`config.mk`:
```
export PLATFORM = sky130hd
export DESIGN_NAME = ctfm_monitor
export DESIGN_NICKNAME = d
export VERILOG_FILES = /design/src/logic/ctfm_response.v /design/src/logic/ctfm_monitor.v
export VERILOG_INCLUDE_DIRS = /design/src /design/src/common
export SDC_FILE = /design/constraint.sdc
export NUM_CORES = 1
export LEC_CHECK = 0
export BUFFER_PORTS_ARGS = -buffer_cell sky130_fd_sc_hd__buf_2
export CORE_MARGIN = 2
export CORE_UTILIZATION = 40
export CTS_CLUSTER_SIZE = 30
export DETAILED_ROUTE_END_ITERATION = 8
export SLEW_MARGIN = 20
export SYNTH_ARGS = -nofsm -noshare
export SYNTH_HDL_FRONTEND = slang
export SYNTH_SLANG_ARGS = --single-unit
```
`constraint.sdc`:
```
create_clock -name clk_sys -period 7.4 [get_ports clk_sys]
set_clock_uncertainty 0.2 [all_clocks]
set_input_delay 1.11 -clock clk_sys [delete_from_list [all_inputs] [get_ports clk_sys]]
set_output_delay 1.11 -clock clk_sys [all_outputs]
set_load 0.02 [all_outputs]
```
`src/common/ctfm_defines.vh`:
```
// Constants of the current and temperature fault monitor.
// Assumes inclusion by bare name from the logic files.
`ifndef CTFM_DEFINES_VH
`define CTFM_DEFINES_VH
// Command codes of the limit and action registers
`define CTFM_CMD_OC_LIM     8'h46
`define CTFM_CMD_UC_LIM     8'h4b
`define CTFM_CMD_OTF_LIM    8'h4f
`define CTFM_CMD_OT_ACT     8'h50
`define CTFM_CMD_OTW_LIM    8'h51
`define CTFM_CMD_UTW_LIM    8'h52
`define CTFM_CMD_UTF_LIM    8'h53
`define CTFM_CMD_UT_ACT     8'h54
// Reset values
`define CTFM_RST_OC_LIM     16'he200
`define CTFM_RST_UC_LIM     16'he600
`define CTFM_RST_OTF_LIM    16'hebe8
`define CTFM_RST_OTW_LIM    16'heb70
`define CTFM_RST_UTW_LIM    16'he4e0
`define CTFM_RST_UTF_LIM    16'he490
`define CTFM_RST_ACT        8'h80
// Action byte fields
`define CTFM_ACT_MODE_HI    7
`define CTFM_ACT_MODE_LO    6
`define CTFM_ACT_RTRY_HI    5
`define CTFM_ACT_RTRY_LO    3
`define CTFM_ACT_DLY_HI     2
`define CTFM_ACT_DLY_LO     0
// Response modes
`define CTFM_MODE_IGNORE    2'h0
`define CTFM_MODE_DELAY     2'h1
`define CTFM_MODE_DISABLE   2'h2
`define CTFM_MODE_HOLD      2'h3
`define CTFM_RTRY_NONE      3'h0
`define CTFM_RTRY_FOREVER   3'h7
// Limit word layout: exponent 15:11, mantissa 10:0
`define CTFM_L11_EXP_HI     15
`define CTFM_L11_EXP_LO     11
`define CTFM_L11_MAN_HI     10
// Fraction bits of measurement inputs
`define CTFM_MEAS_FRAC      6'h04
// Timing
`define CTFM_CLK_NS         40
`define CTFM_DELAY_UNIT_NS  1000000
`endif

```
`src/logic/ctfm_response.v`:
```
// Fault response sequencer for one fault source.
// Assumes a one-cycle delay unit tick and a same-clock fault level.
`timescale 1ns/1ns
`include "ctfm_defines.vh"
module ctfm_response (
   // Clock and reset
   input  wire       clk_sys,
   input  wire       rst_n,
   // Control
   input  wire [7:0] action,
   input  wire       fault,
   input  wire       tick,
   input  wire       restart,
   // Status
   output wire       out_off,
   output wire       locked
);
   localparam [4:0] ST_IDLE = 5'h01;
   localparam [4:0] ST_DLY  = 5'h02;
   localparam [4:0] ST_WAIT = 5'h04;
   localparam [4:0] ST_HOLD = 5'h08;
   localparam [4:0] ST_LOCK = 5'h10;

   wire [1:0] mode = action[`CTFM_ACT_MODE_HI:`CTFM_ACT_MODE_LO];
   wire [2:0] rtry = action[`CTFM_ACT_RTRY_HI:`CTFM_ACT_RTRY_LO];
   wire [2:0] dly  = action[`CTFM_ACT_DLY_HI:`CTFM_ACT_DLY_LO];

   reg  [4:0] state_r;
   reg  [4:0] state_nxt;
   reg  [2:0] cnt_r;
   reg  [2:0] cnt_nxt;
   reg  [2:0] left_r;
   reg  [2:0] left_nxt;
   reg        off_r;

   assign out_off = off_r;
   assign locked  = state_r[4];

   always @* begin
      state_nxt = state_r;
      cnt_nxt   = cnt_r;
      left_nxt  = left_r;
      case (state_r)
         ST_IDLE: begin
            if (!fault) begin
               left_nxt = rtry;
            end else begin
               case (mode)
                  `CTFM_MODE_DELAY: begin
                     state_nxt = ST_DLY;
                     cnt_nxt   = dly;
                  end
                  `CTFM_MODE_DISABLE: begin
                     cnt_nxt = dly;
                     if (rtry == `CTFM_RTRY_NONE || left_r == 3'h0) begin
                        state_nxt = ST_LOCK;
                     end else begin
                        state_nxt = ST_WAIT;
                     end
                  end
                  `CTFM_MODE_HOLD: begin
                     state_nxt = ST_HOLD;
                  end
                  default: begin
                     state_nxt = ST_IDLE;
                  end
               endcase
            end
         end
         ST_DLY: begin
            if (cnt_r == 3'h0) begin
               cnt_nxt = dly;
               if (rtry == `CTFM_RTRY_NONE || left_r == 3'h0) begin
                  state_nxt = ST_LOCK;
               end else begin
                  state_nxt = ST_WAIT;
               end
            end else if (tick) begin
               cnt_nxt = cnt_r - 3'h1;
            end
         end
         ST_WAIT: begin
            if (cnt_r == 3'h0) begin
               // Restart without looking at the fault; IDLE re-trips if it is still there
               state_nxt = ST_IDLE;
               if (rtry != `CTFM_RTRY_FOREVER) begin
                  left_nxt = left_r - 3'h1;
               end
            end else if (tick) begin
               cnt_nxt = cnt_r - 3'h1;
            end
         end
         ST_HOLD: begin
            if (!fault) begin
               state_nxt = ST_IDLE;
            end
         end
         ST_LOCK: begin
            state_nxt = ST_LOCK;
         end
         default: begin
            state_nxt = ST_IDLE;
         end
      endcase
      if (restart) begin
         state_nxt = ST_IDLE;
         left_nxt  = rtry;
      end
   end

   always @(posedge clk_sys or negedge rst_n) begin
      if (!rst_n) begin
         state_r <= ST_IDLE;
         cnt_r   <= 3'h0;
         left_r  <= 3'h0;
         off_r   <= 1'b0;
      end else begin
         state_r <= state_nxt;
         cnt_r   <= cnt_nxt;
         left_r  <= left_nxt;
         off_r   <= ~(state_nxt[0] | state_nxt[1]);
      end
   end
endmodule

```
`src/logic/ctfm_monitor.v`:
```
// Current and temperature fault monitor with command-coded limit registers.
// Assumes a command decoder, sample sources and restart logic on clk_sys.
`timescale 1ns/1ns
`include "ctfm_defines.vh"
module ctfm_monitor #(
   parameter CNT_W          = 4,
   parameter DELAY_UNIT_CYC = `CTFM_DELAY_UNIT_NS / `CTFM_CLK_NS
) (
   // Clock and reset
   input  wire             clk_sys,
   input  wire             rst_n,
   // Command port
   input  wire             cmd_wr,
   input  wire             cmd_rd,
   input  wire [7:0]       cmd_code,
   input  wire [15:0]      cmd_wdata,
   input  wire             clear_faults,
   output reg  [15:0]      cmd_rdata_r,
   output reg              cmd_rvalid_r,
   output reg              cmd_unsup_r,
   // Current samples
   input  wire             cur_stb,
   input  wire [15:0]      cur_val,
   input  wire             blank_done,
   input  wire [CNT_W-1:0] sample_count_cfg,
   // Temperature samples
   input  wire             tmp_stb,
   input  wire [15:0]      tmp_val,
   // Power stage control
   input  wire             dev_restart,
   output wire             output_off,
   output wire             retry_locked,
   // Status
   output reg              oc_fault_r,
   output reg              uc_fault_r,
   output reg              ot_fault_r,
   output reg              ut_fault_r,
   output reg  [6:0]       status_r,
   output reg              alert_n_r
);
   // Status bit positions
   localparam ST_OC   = 0;
   localparam ST_UC   = 1;
   localparam ST_OTF  = 2;
   localparam ST_UTF  = 3;
   localparam ST_OTW  = 4;
   localparam ST_UTW  = 5;
   localparam ST_TEMP = 6;
   // Cut to the tick counter width on purpose; the unit must not exceed 65536 cycles
   localparam integer TICK_LAST_I = DELAY_UNIT_CYC - 1;
   localparam [15:0]  TICK_LAST   = TICK_LAST_I[15:0];

   // Reset release
   reg        rst_a_r;
   reg        rst_s_n;
   always @(posedge clk_sys or negedge rst_n) begin
      if (!rst_n) begin
         rst_a_r <= 1'b0;
         rst_s_n <= 1'b0;
      end else begin
         rst_a_r <= 1'b1;
         rst_s_n <= rst_a_r;
      end
   end

   // Limit and action registers
   reg [15:0] oc_lim_r;
   reg [15:0] uc_lim_r;
   reg [15:0] otf_lim_r;
   reg [15:0] otw_lim_r;
   reg [15:0] utw_lim_r;
   reg [15:0] utf_lim_r;
   reg [7:0]  ot_act_r;
   reg [7:0]  ut_act_r;
   reg        hit;
   reg [15:0] rdata;

   always @* begin
      hit   = 1'b1;
      rdata = 16'h0000;
      case (cmd_code)
         `CTFM_CMD_OC_LIM:  rdata = oc_lim_r;
         `CTFM_CMD_UC_LIM:  rdata = uc_lim_r;
         `CTFM_CMD_OTF_LIM: rdata = otf_lim_r;
         `CTFM_CMD_OT_ACT:  rdata = {8'h00, ot_act_r};
         `CTFM_CMD_OTW_LIM: rdata = otw_lim_r;
         `CTFM_CMD_UTW_LIM: rdata = utw_lim_r;
         `CTFM_CMD_UTF_LIM: rdata = utf_lim_r;
         `CTFM_CMD_UT_ACT:  rdata = {8'h00, ut_act_r};
         default:           hit   = 1'b0;
      endcase
   end

   always @(posedge clk_sys or negedge rst_s_n) begin
      if (!rst_s_n) begin
         oc_lim_r     <= `CTFM_RST_OC_LIM;
         uc_lim_r     <= `CTFM_RST_UC_LIM;
         otf_lim_r    <= `CTFM_RST_OTF_LIM;
         otw_lim_r    <= `CTFM_RST_OTW_LIM;
         utw_lim_r    <= `CTFM_RST_UTW_LIM;
         utf_lim_r    <= `CTFM_RST_UTF_LIM;
         ot_act_r     <= `CTFM_RST_ACT;
         ut_act_r     <= `CTFM_RST_ACT;
         cmd_rdata_r  <= 16'h0000;
         cmd_rvalid_r <= 1'b0;
         cmd_unsup_r  <= 1'b0;
      end else begin
         cmd_rvalid_r <= cmd_rd & hit;
         cmd_unsup_r  <= (cmd_rd | cmd_wr) & ~hit;
         if (cmd_rd && hit) begin
            cmd_rdata_r <= rdata;
         end
         if (cmd_wr) begin
            case (cmd_code)
               `CTFM_CMD_OC_LIM:  oc_lim_r  <= cmd_wdata;
               `CTFM_CMD_UC_LIM:  uc_lim_r  <= cmd_wdata;
               `CTFM_CMD_OTF_LIM: otf_lim_r <= cmd_wdata;
               `CTFM_CMD_OT_ACT:  ot_act_r  <= cmd_wdata[7:0];
               `CTFM_CMD_OTW_LIM: otw_lim_r <= cmd_wdata;
               `CTFM_CMD_UTW_LIM: utw_lim_r <= cmd_wdata;
               `CTFM_CMD_UTF_LIM: utf_lim_r <= cmd_wdata;
               `CTFM_CMD_UT_ACT:  ut_act_r  <= cmd_wdata[7:0];
               default:           ;
            endcase
         end
      end
   end

   // Limit word to measurement scale; left shifts cannot overflow 32 bits
   function signed [31:0] l11_dec;
      input [15:0] w;
      reg   [5:0]  e;
      reg   [5:0]  sh;
      reg   signed [31:0] m;
      begin
         e  = {w[`CTFM_L11_EXP_HI], w[`CTFM_L11_EXP_HI:`CTFM_L11_EXP_LO]}
              + `CTFM_MEAS_FRAC;
         sh = e[5] ? (6'h00 - e) : e;
         m  = {{21{w[`CTFM_L11_MAN_HI]}}, w[`CTFM_L11_MAN_HI:0]};
         l11_dec = e[5] ? (m >>> sh) : (m <<< sh);
      end
   endfunction

   function signed [31:0] sext;
      input [15:0] v;
      begin
         sext = {{16{v[15]}}, v};
      end
   endfunction

   wire signed [31:0] cur_s   = sext(cur_val);
   wire signed [31:0] tmp_s   = sext(tmp_val);
   wire signed [31:0] oc_lim  = l11_dec(oc_lim_r);
   wire signed [31:0] uc_lim  = l11_dec(uc_lim_r);
   wire signed [31:0] otf_lim = l11_dec(otf_lim_r);
   wire signed [31:0] otw_lim = l11_dec(otw_lim_r);
   wire signed [31:0] utw_lim = l11_dec(utw_lim_r);
   wire signed [31:0] utf_lim = l11_dec(utf_lim_r);

   // Current checks; a zero count setting behaves as one sample
   wire             cur_ok   = cur_stb & blank_done;
   wire             oc_over  = cur_s > oc_lim;
   wire             uc_under = cur_s < uc_lim;
   wire [CNT_W-1:0] need     = (sample_count_cfg == {CNT_W{1'b0}}) ?
                               {{(CNT_W-1){1'b0}}, 1'b1} : sample_count_cfg;
   reg  [CNT_W-1:0] oc_cnt_r;
   reg  [CNT_W-1:0] uc_cnt_r;
   wire             oc_hit   = cur_ok & oc_over & (oc_cnt_r >= need - 1'b1);
   wire             uc_hit   = cur_ok & uc_under & (uc_cnt_r >= need - 1'b1);

   always @(posedge clk_sys or negedge rst_s_n) begin
      if (!rst_s_n) begin
         oc_cnt_r   <= {CNT_W{1'b0}};
         uc_cnt_r   <= {CNT_W{1'b0}};
         oc_fault_r <= 1'b0;
         uc_fault_r <= 1'b0;
      end else if (cur_ok) begin
         // Any good sample breaks the run
         if (!oc_over) begin
            oc_cnt_r <= {CNT_W{1'b0}};
         end else if (oc_cnt_r != {CNT_W{1'b1}}) begin
            oc_cnt_r <= oc_cnt_r + 1'b1;
         end
         if (!uc_under) begin
            uc_cnt_r <= {CNT_W{1'b0}};
         end else if (uc_cnt_r != {CNT_W{1'b1}}) begin
            uc_cnt_r <= uc_cnt_r + 1'b1;
         end
         oc_fault_r <= oc_hit;
         uc_fault_r <= uc_hit;
      end
   end

   // Temperature checks with hysteresis
   wire ot_set  = tmp_stb & (tmp_s > otf_lim);
   wire ut_set  = tmp_stb & (tmp_s < utf_lim);
   wire otw_now = tmp_s > otw_lim;
   wire utw_now = tmp_s < utw_lim;
   reg  otw_r;
   reg  utw_r;

   always @(posedge clk_sys or negedge rst_s_n) begin
      if (!rst_s_n) begin
         ot_fault_r <= 1'b0;
         ut_fault_r <= 1'b0;
         otw_r      <= 1'b0;
         utw_r      <= 1'b0;
      end else if (tmp_stb) begin
         otw_r <= otw_now;
         utw_r <= utw_now;
         if (ot_set) begin
            ot_fault_r <= 1'b1;
         end else if (tmp_s < otw_lim) begin
            ot_fault_r <= 1'b0;
         end
         if (ut_set) begin
            ut_fault_r <= 1'b1;
         end else if (tmp_s > utw_lim) begin
            ut_fault_r <= 1'b0;
         end
      end
   end

   // Sticky status; an event in the clearing cycle survives
   wire [6:0] st_set;
   assign st_set[ST_OC]   = oc_hit;
   assign st_set[ST_UC]   = uc_hit;
   assign st_set[ST_OTF]  = ot_set;
   assign st_set[ST_UTF]  = ut_set;
   assign st_set[ST_OTW]  = tmp_stb & otw_now;
   assign st_set[ST_UTW]  = tmp_stb & utw_now;
   assign st_set[ST_TEMP] = |st_set[ST_UTW:ST_OTF];

   wire [6:0] st_nxt = (clear_faults ? 7'h00 : status_r) | st_set;

   always @(posedge clk_sys or negedge rst_s_n) begin
      if (!rst_s_n) begin
         status_r  <= 7'h00;
         alert_n_r <= 1'b1;
      end else begin
         status_r  <= st_nxt;
         alert_n_r <= ~(|st_nxt);
      end
   end

   // Shared delay unit tick
   reg [15:0] tick_cnt_r;
   reg        tick_r;
   always @(posedge clk_sys or negedge rst_s_n) begin
      if (!rst_s_n) begin
         tick_cnt_r <= 16'h0000;
         tick_r     <= 1'b0;
      end else begin
         tick_r <= (tick_cnt_r == TICK_LAST);
         if (tick_cnt_r == TICK_LAST) begin
            tick_cnt_r <= 16'h0000;
         end else begin
            tick_cnt_r <= tick_cnt_r + 16'h0001;
         end
      end
   end

   // Fault responses; the delay may start mid-unit, so it can end up to one unit early
   wire ot_off;
   wire ut_off;
   wire ot_lock;
   wire ut_lock;

   ctfm_response u_ot_resp (
      .clk_sys (clk_sys),
      .rst_n   (rst_s_n),
      .action  (ot_act_r),
      .fault   (ot_fault_r),
      .tick    (tick_r),
      .restart (dev_restart),
      .out_off (ot_off),
      .locked  (ot_lock)
   );

   ctfm_response u_ut_resp (
      .clk_sys (clk_sys),
      .rst_n   (rst_s_n),
      .action  (ut_act_r),
      .fault   (ut_fault_r),
      .tick    (tick_r),
      .restart (dev_restart),
      .out_off (ut_off),
      .locked  (ut_lock)
   );

   assign output_off   = ot_off | ut_off;
   assign retry_locked = ot_lock | ut_lock;

endmodule

```
==> tab_implementation.tex <==
\begin{tabular}{lr}
\hline
Metric & Value \\
\hline
\multicolumn{2}{l}{\textbf{Clocking}} \\
\# clock sinks & 193 \\
Insertion delay of the later-clocked pin in the worst-skew pair & 460 ps \\
Post-CTS setup buffer count & 0 \\
Reg clk slew, reported paths & 90 ps \\
Hold-fix buffer count after cts & 0 \\
Total CTS buffers & 17 \\
Post-cts sizing count & 0 \\
Clock tree from TritonCTS & done \\
Clock root buffer & clkbuf\_16 \\
CTS H-tree depth & 4 \\
Largest buffer count on any clock path & 2 \\
\multicolumn{2}{l}{\textbf{Pwr}} \\
Switch Pwr & 1.58 mW \\
Static leakage & 10.6 nW \\
Worst IR Drop VDD & 0.000166 V \\
Clock network power share & between 20\% and 30\% \\
Relative contribution of sequential cells to total power & 34.4\% \\
Total power per unit cell area & 154 nW/um2 \\
Fraction of power spent switching nets & 41.5\% \\
Total design power & approximately 3.8 mW \\
Share of total power in combinational logic & 40.2\% \\
Pint & 2.23 mW \\
\multicolumn{2}{l}{\textbf{Yosys}} \\
Ys flop type & dfrtp\_1 \\
Most numerous cell types in the synthesized netlist & nor2\_1, nand2\_1, o21ai\_0, a21oi\_1, ha\_1 \\
Area fraction of the dominant cell type after synthesis & $\sim$16\% \\
Biggest area consumer among synthesized cells & dfrtp\_1 \\
Mean Syn Cell Area & 8.31 um2 \\
Number of synthesis warnings & 0 \\
Sequential element share of the synthesized area & 21.3\% \\
Gate Count Post-Synth & approximately 2800 \\
Synth area leaders & dfrtp\_1, ha\_1, mux2i\_1, mux2\_2, dfstp\_2 \\
Most instantiated library cell after synthesis & nor2\_1 \\
Nets in the synthesized netlist & 3068 \\
Number of synthesized register bits & 193 \\
Share of async-settable or async-resettable flops after synthesis & 100\% \\
Total standard cell area after synthesis & around 23000 um2 \\
Post-synth EDFFs & 0 \\
Netlist cell types & 89 \\
\multicolumn{2}{l}{\textbf{Global route}} \\
Global-route wire length before repair & 123000 um \\
Number of global-route vias before repair & 21500 \\
Remaining global-route overflow & 0 \\
Largest net degree at the start of global routing & 71 \\
Initial antenna violation count & 3 \\
GRT Util Overall & between 20\% and 30\% \\
\multicolumn{2}{l}{\textbf{Setup path}} \\
Cell-by-cell listing of the critical path & clkinv\_1 -> buf\_4 -> ha\_1 -> mux2\_2 -> mux4\_2 -> mux2i\_1 -> o21ai\_0 -> a21oi\_1 -> or2\_2 -> ha\_1 -> a21oi\_1 -> nand2\_1 -> nor2\_1 -> nand4b\_1 -> a2111oi\_0 -> o311ai\_2 -> a211oi\_2 -> a21o\_1 \\
Crit path required time & 7600 ps \\
Crit Path Category & reg -> reg \\
Worst EP arrival & 6320 ps \\
Cell with the biggest individual delay on the critical path & dfrtp\_1 \\
Kind of start point of the critical path & flip-flop \\
Crit. End Element & flip-flop \\
Worst path max stage delay & around 860 ps \\
Max FO, Critical Path & 18 \\
\multicolumn{2}{l}{\textbf{STA}} \\
Aggregate negative setup slack & 0 ps \\
Worst Setup Slack, final & roughly 1300 ps \\
Number of slew-limit violations in the final report & 0 \\
Setup-failing EPs final & 0 \\
F\_max & 163 MHz \\
Minimum clock period after layout & $\sim$6000 ps \\
Number of hold-slack violations in the final timing report & 0 \\
RSZ-0062 raised after global routing & no \\
Relative slew slack & about 34\% \\
Transition time at the pin with the least slew margin & 962 ps \\
Portion of the clock cycle consumed by the worst path in the final layout & 82.8\% \\
\multicolumn{2}{l}{\textbf{Routing}} \\
DRC violation total after the first TritonRoute iteration & 2165 \\
Top routing layer in use & met5 \\
Wire length on met3 & 4990 um \\
Vias/cell & 6.40 \\
First drt pass iteration count & 6 \\
Routed wire length on met2 & between 30000 and 40000 um \\
Residual DRC count & 0 \\
Average detailed-routed wire length per instance & 22.4 um \\
Wire length on met1 & between 30000 and 40000 um \\
Post-route ant nets & 0 \\
Via count of the routed design & 22600 \\
Routed wire length & 78900 um \\
\multicolumn{2}{l}{\textbf{Layout}} \\
\# nets final & 3064 \\
Fraction of the core area covered by cells at the end of the flow & 43.6\% \\
Cell Count, Final, Fillers Out & 3529 \\
Layout cells sized above 1 & 16.1\% \\
Area growth from synthesis to layout & 7.56\% \\
\multicolumn{2}{l}{\textbf{Floorplan}} \\
Die area & 59300 um2 \\
Initial core utilization & 40.5\% \\
Number of ports placed on the die boundary & around 100 \\
Area of the core region & 56600 um2 \\
Row Count & 87 \\
Chip Width & 244 um \\
Die height & $\sim$240 um \\
\multicolumn{2}{l}{\textbf{Place}} \\
HPWL Detailed & 60900 um \\
Number of port buffers & 100 \\
\# placed instances & between 3000 and 4000 \\
Place WS & 1240 ps \\
Final RePlAce weighted congestion & 0.946 \\
\multicolumn{2}{l}{\textbf{Min path}} \\
Min-Delay Path Class & reg -> reg \\
\multicolumn{2}{l}{\textbf{Run status}} \\
Outcome & finished, final reports clean \\
\multicolumn{2}{l}{\textbf{Run}} \\
Number of max-cap violations & 0 \\
\hline
\end{tabular}
==> worst max-delay path: cells and delay by family (launching register included) <==
family / cells / cell delay (ps)
compound gates: 7 / 2210
fa+ha+maj: 2 / 660
buf+inv: 2 / 390
flops: 1 / 860
mux: 3 / 1070
simple gates: 4 / 660
==> power by group through the flow <==
stage / sequential, mW / clock [mW] / combinational (mW)
2_1_floorplan: 1.28 / 0 / 1.09
3_3_place_gp: 1.32 / 0 / 1.47
3_5_place_dp: 1.33 / 0 / 1.50
4_1_cts: 1.31 / 0.991 / 1.52
5_1_grt: 1.32 / 1.03 / 1.70
6_report: 1.31 / 0.970 / 1.53
==> path summary, 6_finish.rpt <==
kind	depth (start not counted)	startpoint	to	slack, ps
worst min register to register	0	rst_a_r	rst_s_n	160
worst min-delay path	0	rst_a_r	rst_s_n	160
max in group asynchronous	1	rst_s_n	oc_fault_r	5180
worst max-delay path	18	uc_lim_r[11]	uc_fault_r	1280
worst max register to register	18	uc_lim_r[11]	uc_fault_r	1280
min in group asynchronous	1	rst_n	rst_a_r	220
==> stage by stage <==
step | cell area, um2 | hold WS (ps)
2_1_floorplan | 22900 | 131
5_1_grt | 24700 | 170
3_5_place_dp | 24000 | 141
3_3_place_gp | 24000 | 138
4_1_cts | 24700 | 166
6_report | 24700 | 159
==> flip-flops by register name, summed over array words and instances, names as in the netlist, 3 cells and up <==
register,cells
utw_lim_r,16
cmd_rdata_r,16
oc_lim_r,16
otf_lim_r,16
otw_lim_r,16
u_ut_resp.left_r,3
u_ot_resp.state_r,5
utf_lim_r,16
status_r,7
u_ut_resp.cnt_r,3
ot_act_r,8
oc_cnt_r,4
u_ot_resp.left_r,3
uc_lim_r,16
tick_cnt_r,16
ut_act_r,8
uc_cnt_r,4
u_ut_resp.state_r,5
u_ot_resp.cnt_r,3
==> cells in the final DEF (no fill, tap or decap), types with 46 or more instances in the layout <==
cell,Yosys,final
nor2_1,251,251
nand2_1,242,242
o21ai_0,241,241
a21oi_1,236,236
ha_1,236,236
mux2i_1,190,190
dfrtp_1,147,146
mux2_2,136,136
buf_2,19,100
nand3_1,98,98
inv_1,65,65
nor3_1,59,59
mux4_2,53,53
a21o_1,49,49
dfstp_2,46,46
==> kinds of logic (layout without fill, tap and decap cells) <==
kind of cell               count (synthesis)  count (layout)  share of synthesized area (%)
and+or+nand+nor                          843             843                           17.2
muxes                                    381             381                           20.3
DFF                                      193             193                           21.3
other                                      1               2                         0.0163
adders and majority gates                236             236                           12.9
buffers and inverters                    231             240                           3.96
xor gates and xnor gates                  52              52                           1.98
AOI/OAI and AO/OA                        826             826                           22.4
==> cell type report <==
cell class / instances / area [um2]
sequential: 193 / 4890
tap: 756 / 946
multi-input combinational: 2339 / 17200
clock inverter: 15 / 191
clock buffer: 17 / 425
timing repair buffer: 136 / 771
antenna: 1 / 2.50
inverter: 72 / 270
fill: 5656 / 31900
==> metal layers <==
layer	GRT usage [%]	vias up
met5	0	-
met4	9.43	4
met3	3.17	165
met2	42.9	952
met1	34.5	11000
li1	-	10400
No activity file was read; power rests on OpenSTA's default activity.
